`config.mk`:
```
export PLATFORM = sky130hd
export DESIGN_NAME = etsr_sample_regs
export DESIGN_NICKNAME = d
export VERILOG_FILES = /design/src/design/etsr_pkg.sv /design/src/design/etsr_cap_if.sv /design/src/design/etsr_capture_unit.sv /design/src/design/etsr_sample_regs.sv
export SDC_FILE = /design/constraint.sdc
export NUM_CORES = 1
export LEC_CHECK = 0
export BUFFER_PORTS_ARGS = -buffer_cell sky130_fd_sc_hd__buf_2
export CAP_MARGIN = 40
export CORE_ASPECT_RATIO = 1.2
export CORE_UTILIZATION = 50
export CTS_CLUSTER_DIAMETER = 150
export DETAILED_ROUTE_END_ITERATION = 8
export PLACE_DENSITY_LB_ADDON = 0.15
export REMOVE_ABC_BUFFERS = 1
export SLEW_MARGIN = 0
export SYNTH_ARGS = -nofsm -noshare
export SYNTH_HDL_FRONTEND = slang
export SYNTH_SLANG_ARGS = --single-unit
```
`constraint.sdc`:
```
create_clock -name clk -period 14.6 [get_ports clk]
set_clock_uncertainty 0.15 [all_clocks]
set_input_delay 0.73 -clock clk [delete_from_list [all_inputs] [get_ports clk]]
set_output_delay 0.73 -clock clk [all_outputs]
set_load 0.05 [all_outputs]
```
`src/design/etsr_pkg.sv`:
```
// Package of offsets, field layouts and codes for the event timestamp sample registers
package etsr_pkg;
  localparam int ETSR_ADDR_W = 16;
  localparam int ETSR_DATA_W = 32;
  localparam int ETSR_NS_W = 30;
  localparam int ETSR_PHASE_W = 3;
  localparam int ETSR_CNT_W = 4;
  localparam int ETSR_NUM_SLOTS = 3;
  localparam int ETSR_NUM_UNITS = 2;

  localparam logic [15:0] ETSR_UNIT_INDEX_OFFSET = 16'h0540;
  localparam logic [15:0] ETSR_SAMPLE1_NS_OFFSET = 16'h0554;
  localparam logic [15:0] ETSR_SAMPLE1_SEC_OFFSET = 16'h0558;
  localparam logic [15:0] ETSR_SAMPLE1_PHASE_OFFSET = 16'h055c;
  localparam logic [15:0] ETSR_SAMPLE2_NS_OFFSET = 16'h0560;
  localparam logic [15:0] ETSR_SAMPLE2_SEC_OFFSET = 16'h0564;
  localparam logic [15:0] ETSR_SAMPLE2_PHASE_OFFSET = 16'h0568;
  localparam logic [15:0] ETSR_SAMPLE3_NS_OFFSET = 16'h056c;
  localparam logic [15:0] ETSR_SAMPLE3_SEC_OFFSET = 16'h0570;
  localparam logic [15:0] ETSR_SAMPLE3_PHASE_OFFSET = 16'h0574;

  localparam int ETSR_UNIT_PTR_BIT = 8;
  localparam int ETSR_EDGE_BIT = 30;
  localparam logic [31:0] ETSR_RESET_WORD = 32'h0000_0000;
  localparam logic [3:0] ETSR_CNT_MAX = 4'hf;
  localparam logic [3:0] ETSR_SLOTS_CNT = 4'h3;

  // One 40 ns period of the 25 MHz sampler holds five 8 ns sub-slots
  localparam int ETSR_SUB_SLOT_NS = 8;
  localparam int ETSR_PERIOD_NS = 40;
  localparam logic [2:0] ETSR_LAST_SUB_SLOT = 3'(ETSR_PERIOD_NS / ETSR_SUB_SLOT_NS - 1);

  localparam logic [2:0] ETSR_PHASE_0NS = 3'h0;
  localparam logic [2:0] ETSR_PHASE_8NS = 3'h1;
  localparam logic [2:0] ETSR_PHASE_16NS = 3'h2;
  localparam logic [2:0] ETSR_PHASE_24NS = 3'h3;
  localparam logic [2:0] ETSR_PHASE_32NS = 3'h4;

  // Sub-slot index to phase code; out-of-range slots clamp to the last code
  function automatic logic [2:0] etsr_phase_code(input logic [2:0] slot);
    case (slot)
      3'h0: etsr_phase_code = ETSR_PHASE_0NS;
      3'h1: etsr_phase_code = ETSR_PHASE_8NS;
      3'h2: etsr_phase_code = ETSR_PHASE_16NS;
      3'h3: etsr_phase_code = ETSR_PHASE_24NS;
      default: etsr_phase_code = ETSR_PHASE_32NS;
    endcase
  endfunction
endpackage

```
`src/design/etsr_cap_if.sv`:
```
// Interface carrying one capture unit's stored samples to the register file
`timescale 1ns/1ps
interface etsr_cap_if;
  import etsr_pkg::*;
  logic [31:0] sec [ETSR_NUM_SLOTS];
  logic [ETSR_NS_W-1:0] ns [ETSR_NUM_SLOTS];
  logic edge_pol [ETSR_NUM_SLOTS];
  logic [ETSR_PHASE_W-1:0] phase [ETSR_NUM_SLOTS];
  logic [ETSR_CNT_W-1:0] count;
  modport unit (output sec, output ns, output edge_pol, output phase, output count);
  modport regs (input sec, input ns, input edge_pol, input phase, input count);
endinterface

```
`src/design/etsr_capture_unit.sv`:
```
// One event timestamp input unit: edge detection, event count and sample slots
`timescale 1ns/1ps
module etsr_capture_unit
  import etsr_pkg::*;
(
  input wire logic clk,
  input wire logic sys_rst,
  input wire logic event_in,
  input wire logic [31:0] tod_seconds,
  input wire logic [ETSR_NS_W-1:0] tod_nanoseconds,
  input wire logic [2:0] tod_sub_slot,
  etsr_cap_if.unit cap
);
  logic prev_reg;
  logic [ETSR_CNT_W-1:0] count_reg;
  logic [31:0] sec_reg [ETSR_NUM_SLOTS];
  logic [ETSR_NS_W-1:0] ns_reg [ETSR_NUM_SLOTS];
  logic edge_reg [ETSR_NUM_SLOTS];
  logic [ETSR_PHASE_W-1:0] ph_reg [ETSR_NUM_SLOTS];

  wire rise = event_in & ~prev_reg;
  wire fall = ~event_in & prev_reg;
  wire hit = rise | fall;
  wire store = hit && (count_reg < ETSR_SLOTS_CNT);
  wire [1:0] slot = count_reg[1:0];
  wire [ETSR_CNT_W-1:0] count_next = (hit && count_reg != ETSR_CNT_MAX) ?
    4'(count_reg + 4'h1) : count_reg;
  wire [2:0] phase_next = etsr_phase_code(tod_sub_slot);

  always_ff @(posedge clk or posedge sys_rst)
  begin
    if (sys_rst)
    begin
      prev_reg <= 1'b0;
      count_reg <= '0;
    end
    else
    begin
      prev_reg <= event_in;
      count_reg <= count_next;
    end
  end

  // Slots fill in detection order; later events are only counted, until the count saturates at 15
  always_ff @(posedge clk or posedge sys_rst)
  begin
    if (sys_rst)
    begin
      for (int i = 0; i < ETSR_NUM_SLOTS; i++)
      begin
        sec_reg[i] <= '0;
        ns_reg[i] <= '0;
        edge_reg[i] <= 1'b0;
        ph_reg[i] <= '0;
      end
    end
    else if (store)
    begin
      sec_reg[slot] <= tod_seconds;
      ns_reg[slot] <= tod_nanoseconds;
      edge_reg[slot] <= rise;
      ph_reg[slot] <= phase_next;
    end
  end

  assign cap.sec = sec_reg;
  assign cap.ns = ns_reg;
  assign cap.edge_pol = edge_reg;
  assign cap.phase = ph_reg;
  assign cap.count = count_reg;
endmodule // etsr_capture_unit

```
`src/design/etsr_sample_regs.sv`:
```
// Register file of the event timestamp sample results, two units behind one pointer
`timescale 1ns/1ps
module etsr_sample_regs
  import etsr_pkg::*;
(
  input wire logic clk,
  input wire logic sys_rst,
  input wire logic [ETSR_NUM_UNITS-1:0] event_in,
  input wire logic [31:0] tod_seconds,
  input wire logic [ETSR_NS_W-1:0] tod_nanoseconds,
  input wire logic [2:0] tod_sub_slot,
  input wire logic [ETSR_ADDR_W-1:0] reg_addr,
  input wire logic reg_wr,
  input wire logic reg_rd,
  input wire logic [ETSR_DATA_W-1:0] reg_wdata,
  output logic [ETSR_DATA_W-1:0] reg_rdata,
  output logic reg_rvalid,
  output logic unit_ptr
);
  logic unit_ptr_reg;
  logic [ETSR_DATA_W-1:0] rdata_reg;
  logic rvalid_reg;

  etsr_cap_if cap0 ();
  etsr_cap_if cap1 ();

  etsr_capture_unit u_unit0 (
    .clk(clk),
    .sys_rst(sys_rst),
    .event_in(event_in[0]),
    .tod_seconds(tod_seconds),
    .tod_nanoseconds(tod_nanoseconds),
    .tod_sub_slot(tod_sub_slot),
    .cap(cap0)
  );

  etsr_capture_unit u_unit1 (
    .clk(clk),
    .sys_rst(sys_rst),
    .event_in(event_in[1]),
    .tod_seconds(tod_seconds),
    .tod_nanoseconds(tod_nanoseconds),
    .tod_sub_slot(tod_sub_slot),
    .cap(cap1)
  );

  // Per-slot words of the selected unit
  logic [31:0] sel_sec [ETSR_NUM_SLOTS];
  logic [31:0] sel_ns_word [ETSR_NUM_SLOTS];
  logic [31:0] sel_ph_word [ETSR_NUM_SLOTS];

  for (genvar k = 0; k < ETSR_NUM_SLOTS; k++)
  begin : g_slot
    assign sel_sec[k] = unit_ptr_reg ? cap1.sec[k] : cap0.sec[k];
    assign sel_ns_word[k] = unit_ptr_reg ? {1'b0, cap1.edge_pol[k], cap1.ns[k]} :
      {1'b0, cap0.edge_pol[k], cap0.ns[k]};
    // Phase words are not pointer-indexed in the map, but follow the pointer so a
    // sample's three words always come from the same unit
    assign sel_ph_word[k] = {29'h0, unit_ptr_reg ? cap1.phase[k] : cap0.phase[k]};
  end

  wire hit_ptr = reg_addr == ETSR_UNIT_INDEX_OFFSET;
  wire hit_s1n = reg_addr == ETSR_SAMPLE1_NS_OFFSET;
  wire hit_s1s = reg_addr == ETSR_SAMPLE1_SEC_OFFSET;
  wire hit_s1p = reg_addr == ETSR_SAMPLE1_PHASE_OFFSET;
  wire hit_s2n = reg_addr == ETSR_SAMPLE2_NS_OFFSET;
  wire hit_s2s = reg_addr == ETSR_SAMPLE2_SEC_OFFSET;
  wire hit_s2p = reg_addr == ETSR_SAMPLE2_PHASE_OFFSET;
  wire hit_s3n = reg_addr == ETSR_SAMPLE3_NS_OFFSET;
  wire hit_s3s = reg_addr == ETSR_SAMPLE3_SEC_OFFSET;
  wire hit_s3p = reg_addr == ETSR_SAMPLE3_PHASE_OFFSET;
  wire hit_any = hit_ptr || hit_s1n || hit_s1s || hit_s1p || hit_s2n || hit_s2s || hit_s2p ||
    hit_s3n || hit_s3s || hit_s3p;

  wire [31:0] ptr_word = 32'(unit_ptr_reg) << ETSR_UNIT_PTR_BIT;

  // Unmapped addresses read as zero
  wire [31:0] rd_word =
    hit_ptr ? ptr_word :
    hit_s1n ? sel_ns_word[0] :
    hit_s1s ? sel_sec[0] :
    hit_s1p ? sel_ph_word[0] :
    hit_s2n ? sel_ns_word[1] :
    hit_s2s ? sel_sec[1] :
    hit_s2p ? sel_ph_word[1] :
    hit_s3n ? sel_ns_word[2] :
    hit_s3s ? sel_sec[2] :
    hit_s3p ? sel_ph_word[2] :
    ETSR_RESET_WORD;

  // Only the pointer register accepts writes; sample words have no write path
  wire ptr_next = (reg_wr && hit_ptr) ? reg_wdata[ETSR_UNIT_PTR_BIT] : unit_ptr_reg;

  always_ff @(posedge clk or posedge sys_rst)
  begin
    if (sys_rst)
    begin
      unit_ptr_reg <= 1'b0;
      rdata_reg <= ETSR_RESET_WORD;
      rvalid_reg <= 1'b0;
    end
    else
    begin
      unit_ptr_reg <= ptr_next;
      rdata_reg <= reg_rd ? rd_word : rdata_reg;
      rvalid_reg <= reg_rd;
    end
  end

  assign reg_rdata = rdata_reg;
  assign reg_rvalid = rvalid_reg;
  assign unit_ptr = unit_ptr_reg;
endmodule // etsr_sample_regs

```
# After elaboration in Yosys (flattened, before gate mapping)
# Index checks and enable logic that the tools add are counted.
# totals
mem_bits_ro	0
memories	0
reg_bits	440
ramBits	0
latchBits	0
wordCells	118
# op_classes
n_reduce_logical	8
n_mul	0
n_addsub	2
bitwise	12
magnitude_cmp	6
n_mux	44
shift	0
div_mod_pow	0
eq_ne	15
# op_table
cell	n
32-bit 2-to-1 mux	14
96-bit bitwise mux	2
90-bit bitwise mux	2
16-bit by 11-bit == test with 1-bit output, second input constant	10
32-bit demux with 2-bit select	2
30-bit demux with 2-bit select	2
31-bit 2-to-1 mux	3
30-bit 2-to-1 mux	2
9-bit bitwise mux	2
3-bit 2-to-1 mux	6
3-bit demux with 2-bit select	2
3-bit one-hot mux with 4 select lines	1
4-bit by 1-bit adder with 4-bit output, second input constant	2
4-bit by 2-bit less-than comparator with 1-bit output, second input constant	2
4-bit != test, second input constant	2
1-bit logical AND	7
3-bit bitwise mux	2
3-bit by 2-bit == test with 1-bit output, second input constant	2
3-bit greater-or-equal comparator, second input constant	2
3-bit by 1-bit less-than comparator with 1-bit output, second input constant	2
2-bit inverter with 3-bit output	2
1-bit bitwise AND	4
1-bit demux with 2-bit select	2
1-bit inverter	4
other kinds (4)	6

# Longest topological paths before layout
# logic_depth
word_depth	11
depth_mapped	9

# Cells and area by module
# A second synthesis with hierarchy kept.
# hier_totals
hier_cells	1529
hier_area_um2	21553.2
# by_module_without_submodules
module	area_per_inst_um2	cells_each	instances
etsr_capture_unit	8156.6	449	2
etsr_sample_regs	5240.0	631	1

# Least setup slack after synthesis
# No wires, ideal clock.
# synth_timing
kind	input port to flip-flop
startpoint	in event_in[0]
endpoint	reg u_unit0.sec_reg (netlist bit u_unit0.cap.sec[10])
path_stages	6
setup_time_ns	0.125
path_slack_ns	11.941
required_ns	14.325
t_arrival_ns	2.384
path_cell_list	ha_1 nor4_1 nand2_1 buf_1 buf_1 mux2_2
# synth_via
elab_chain_len	4
elab_cells_between_ends	5
# synth_rtl
element	line	rtl
start: declaration	etsr_sample_regs.sv:8	input wire logic [ETSR_NUM_UNITS-1:0] event_in,
1-bit inverter	etsr_capture_unit.sv:22	wire fall = ~event_in & prev_reg;
1-bit bitwise AND	etsr_capture_unit.sv:22	
1-bit bitwise OR (*)	etsr_capture_unit.sv:23	wire hit = rise | fall;
1-bit logical AND (*)	etsr_capture_unit.sv:24	wire store = hit && (count_reg < ETSR_SLOTS_CNT);
end signal: indexed assignment	etsr_capture_unit.sv:59	sec_reg[slot] <= tod_seconds;
end: declaration	etsr_capture_unit.sv:16	logic [31:0] sec_reg [ETSR_NUM_SLOTS];
# Every way passes the cells marked *; elsewhere a longest branch is shown, timed or not.
# A chain may end at the register's enable or synchronous reset.

# Final worst setup path
# layout_timing
startpoint	reg unit_ptr_reg, in the netlist unit_ptr
endpoint	out unit_ptr
# layout_lines
element	line	rtl
start: declaration	etsr_sample_regs.sv:20	logic unit_ptr_reg;
start signal: assignment	etsr_sample_regs.sv:104	unit_ptr_reg <= ptr_next;
end: declaration	etsr_sample_regs.sv:18	output logic unit_ptr
# No word-level cell between the ends.

==> impl_metrics.json <==
{
  "setup_violations": 0,
  "r2r-end": "reg_rdata[8]$_DFFE_PP0P_",
  "drive_gt1_share_pct": 41.3,
  "p_total_w": 0.00414,
  "cts_buffers": 47,
  "rsz0062_at_grt": "no",
  "synth_flop_cell": "dfrtp_1",
  "clock-sinks": 440,
  "clk_pin_slew_ns": 0.06,
  "grt_pass1_vias": 13157,
  "core_mm2": 0.0398,
  "final_common_cell": "dfrtp_1",
  "dpl.cell_count": 2100,
  "fin_nets": 1745,
  "synth_seq_cells": 440,
  "maxCapViolCount": 0,
  "synthArstFlopShare_pct": 100,
  "cts-root-buf": "clkbuf_16",
  "start_util_pct": 50.7,
  "seq_area_frac_synth_pct": 54.5,
  "synth_area_per_cell_um2": 13.4,
  "wirelength_mm": 47.8,
  "cp_cell_sequence": "buf_4, buf_2",
  "p_leak_nw": 10.0,
  "viasPerCell": 5.81,
  "hp-class": "primary input to async pin",
  "vdd_drop_max_mv": 0.112,
  "rr_startpoint": "unit_ptr$_DFFE_PP0P_",
  "cts_setup_buffers": 0,
  "die-width_um": 185,
  "ant_nets": 0,
  "remaining_drc_errors": 0,
  "power_frac_comb_pct": 22.5,
  "vias": 12721,
  "yosys_warnings": 0,
  "fin_cells": 2189,
  "period_share_pct": 24.9,
  "fp-row-count": 80,
  "grt-ovfl-total": 0,
  "clkLatencyLatePin_ns": 0.56,
  "boundaryPins": 153,
  "crit_fanout": 49,
  "tns_ns": 0,
  "place.gp.congestion": 0.749,
  "netSwitchingFraction_pct": 26.2,
  "fin_crit_ns": 3.64,
  "critical_path_class": "register to output port",
  "grt_pass1_wl_mm": 75.3,
  "slowest_stage": "dfrtp_4",
  "postCtsHoldBufs": 0,
  "synth.distinct_cells": 53,
  "synthCells": 1512,
  "area_growth_pct": 14.3,
  "endpoint_kind": "output port",
  "crit_cells": 2,
  "run_status": "completed",
  "relSlewSlack_pct": 40.1,
  "cp.arrival_ns": 2.76,
  "p_per_area_mw_per_mm2": 179,
  "p_int_w": 0.00306,
  "h-tree-depth": 2,
  "report.final.slew_viol_count": 0,
  "grt_max_degree": 84,
  "grt_antenna_before_repair": 8,
  "die_y_um": 222,
  "drt_first_pass_iters": 5,
  "hpwl_mm": 27.6,
  "ctsResizeCount": 0,
  "clock_path_buffers": 3,
  "startpoint_type": "register",
  "seq_power_share_pct": 49.3,
  "io_buffers": 121,
  "r2r_cells": 6,
  "worst_hold_slack_ns": 0.0789,
  "max_freq_mhz": 275,
  "clkPwrFrac_pct": 28.2,
  "p_switching_w": 0.00108,
  "cpPeakStageDelay_ns": 1.00,
  "grt.total_usage_pct": 24.0,
  "crit_buf_inv": 2,
  "layout_common_cells": "dfrtp_1 (439), mux2_2 (419), mux2i_1 (159), buf_2 (121), o21ai_0 (76)",
  "tritoncts": "done",
  "cp.required_ns": 13.72,
  "first_iter_violations": 770,
  "worst_pin_slew_ns": 0.899,
  "rrSetupSlack_ns": 11.30,
  "hold_viol_final": 0,
  "syn_area_mm2": 0.0202,
  "routedWlPerCell_um": 21.8,
  "synth_edf_count": 0,
  "crit_family": "buffers and inverters",
  "dieArea_mm2": 0.0412
}
## through the flow
step | setup WS, ns | utilization (%) | instance area (um2)
after floorplan | 1.46 | - | 19700
after global placement | 10.00 | 53.4 | 21300
after detailed placement | 10.71 | 54.1 | 21500
after CTS | 10.90 | 57.9 | 23100
after global routing | 10.82 | 57.9 | 23100
final | 10.96 | 57.9 | 23100
## cell families (layout without fill, tap and decap cells)
logic type	after synthesis	after routing	share of synthesized area, %
adder cells (fa/ha/maj)	10	10	0.619
multiplexers	580	580	31.5
XOR/XNOR	2	2	0.0867
AO/OA/AOI/OAI	230	230	7.51
other	0	3	0
flip-flops	440	440	54.5
buffers and inverters	142	283	3.00
AND/OR/NAND/NOR	108	108	2.82
## layout make-up
| class | count | area [um2] |
|---|---|---|
| Fill cell | 3361 | 16800 |
| Sequential cell | 440 | 11000 |
| Multi-Input combinational cell | 930 | 8640 |
| Clock buffer | 71 | 1430 |
| Timing Repair Buffer | 156 | 1060 |
| Tap cell | 533 | 667 |
| Inverter | 41 | 161 |
| Clock inverter | 15 | 106 |
| Antenna cell | 3 | 7.51 |
## worst reg2reg max path: stages (launching register included)
cell and delay [ns]:
dfrtp_4 1.00, buf_4 0.79, mux4_2 0.63, a21oi_1 0.18, o22ai_1 0.10, a22oi_1 0.23, o21ai_0 0.11
## cells in the mapped netlist (2+ instances only)
cell / number / share of area (%)
nor2b_1: 9 / 0.28
or4_1: 2 / 0.074
inv_1: 41 / 0.76
a211oi_1: 26 / 0.97
or2_2: 2 / 0.062
mux2_2: 419 / 23
o2bb2ai_1: 17 / 0.74
clkbuf_1: 33 / 0.61
buf_6: 3 / 0.17
nand4_1: 3 / 0.093
nand4_2: 2 / 0.12
nor4_1: 5 / 0.15
a32oi_1: 2 / 0.087
a31oi_1: 5 / 0.15
buf_2: 20 / 0.50
nand2b_1: 5 / 0.15
xnor2_1: 2 / 0.087
buf_4: 4 / 0.15
ha_1: 10 / 0.62
and4_1: 2 / 0.087
mux2i_1: 159 / 7.9
nor2_1: 39 / 0.72
o31ai_1: 2 / 0.074
buf_1: 40 / 0.74
a21oi_1: 20 / 0.50
o2bb2ai_2: 8 / 0.59
or2_1: 2 / 0.062
o22ai_1: 59 / 1.8
a22oi_1: 2 / 0.074
a221oi_1: 3 / 0.13
mux4_2: 2 / 0.22
o21ai_0: 76 / 1.9
dfrtp_1: 440 / 55
or3_1: 2 / 0.062
nand2_1: 28 / 0.52
## power by group through the flow
stage                     logic [W]  clock network (W)  registers [W]
after CTS                  0.000945            0.00119        0.00204
after global placement     0.000893                  0        0.00203
final                      0.000933            0.00117        0.00204
after detailed placement   0.000940                  0        0.00206
after global routing        0.00103            0.00125        0.00212
after floorplan            0.000772                  0        0.00199
## metal layers
metal	share of wire (%)	wire length, um	vias to the layer above	global-route usage [%]
met1	45	21600	6620	32.8
met3	4.5	2130	80	4.29
met5	0.12	58	-	0
met4	2.2	1070	10	7.06
met2	48	22900	259	38.9
li1	-	-	5752	-
## worst max path at each step
stage / endpoint / start
after floorplan: reg_rdata[0]$_DFFE_PP0P_ / sys_rst
after global placement: u_unit0.cap.ns[81]$_DFFE_PP0P_ / sys_rst
after detailed placement: u_unit0.cap.ns[81]$_DFFE_PP0P_ / sys_rst
after CTS: unit_ptr / unit_ptr$_DFFE_PP0P_
after global routing: unit_ptr / unit_ptr$_DFFE_PP0P_
final: unit_ptr / unit_ptr$_DFFE_PP0P_
Power figures use the tool's default switching activity.
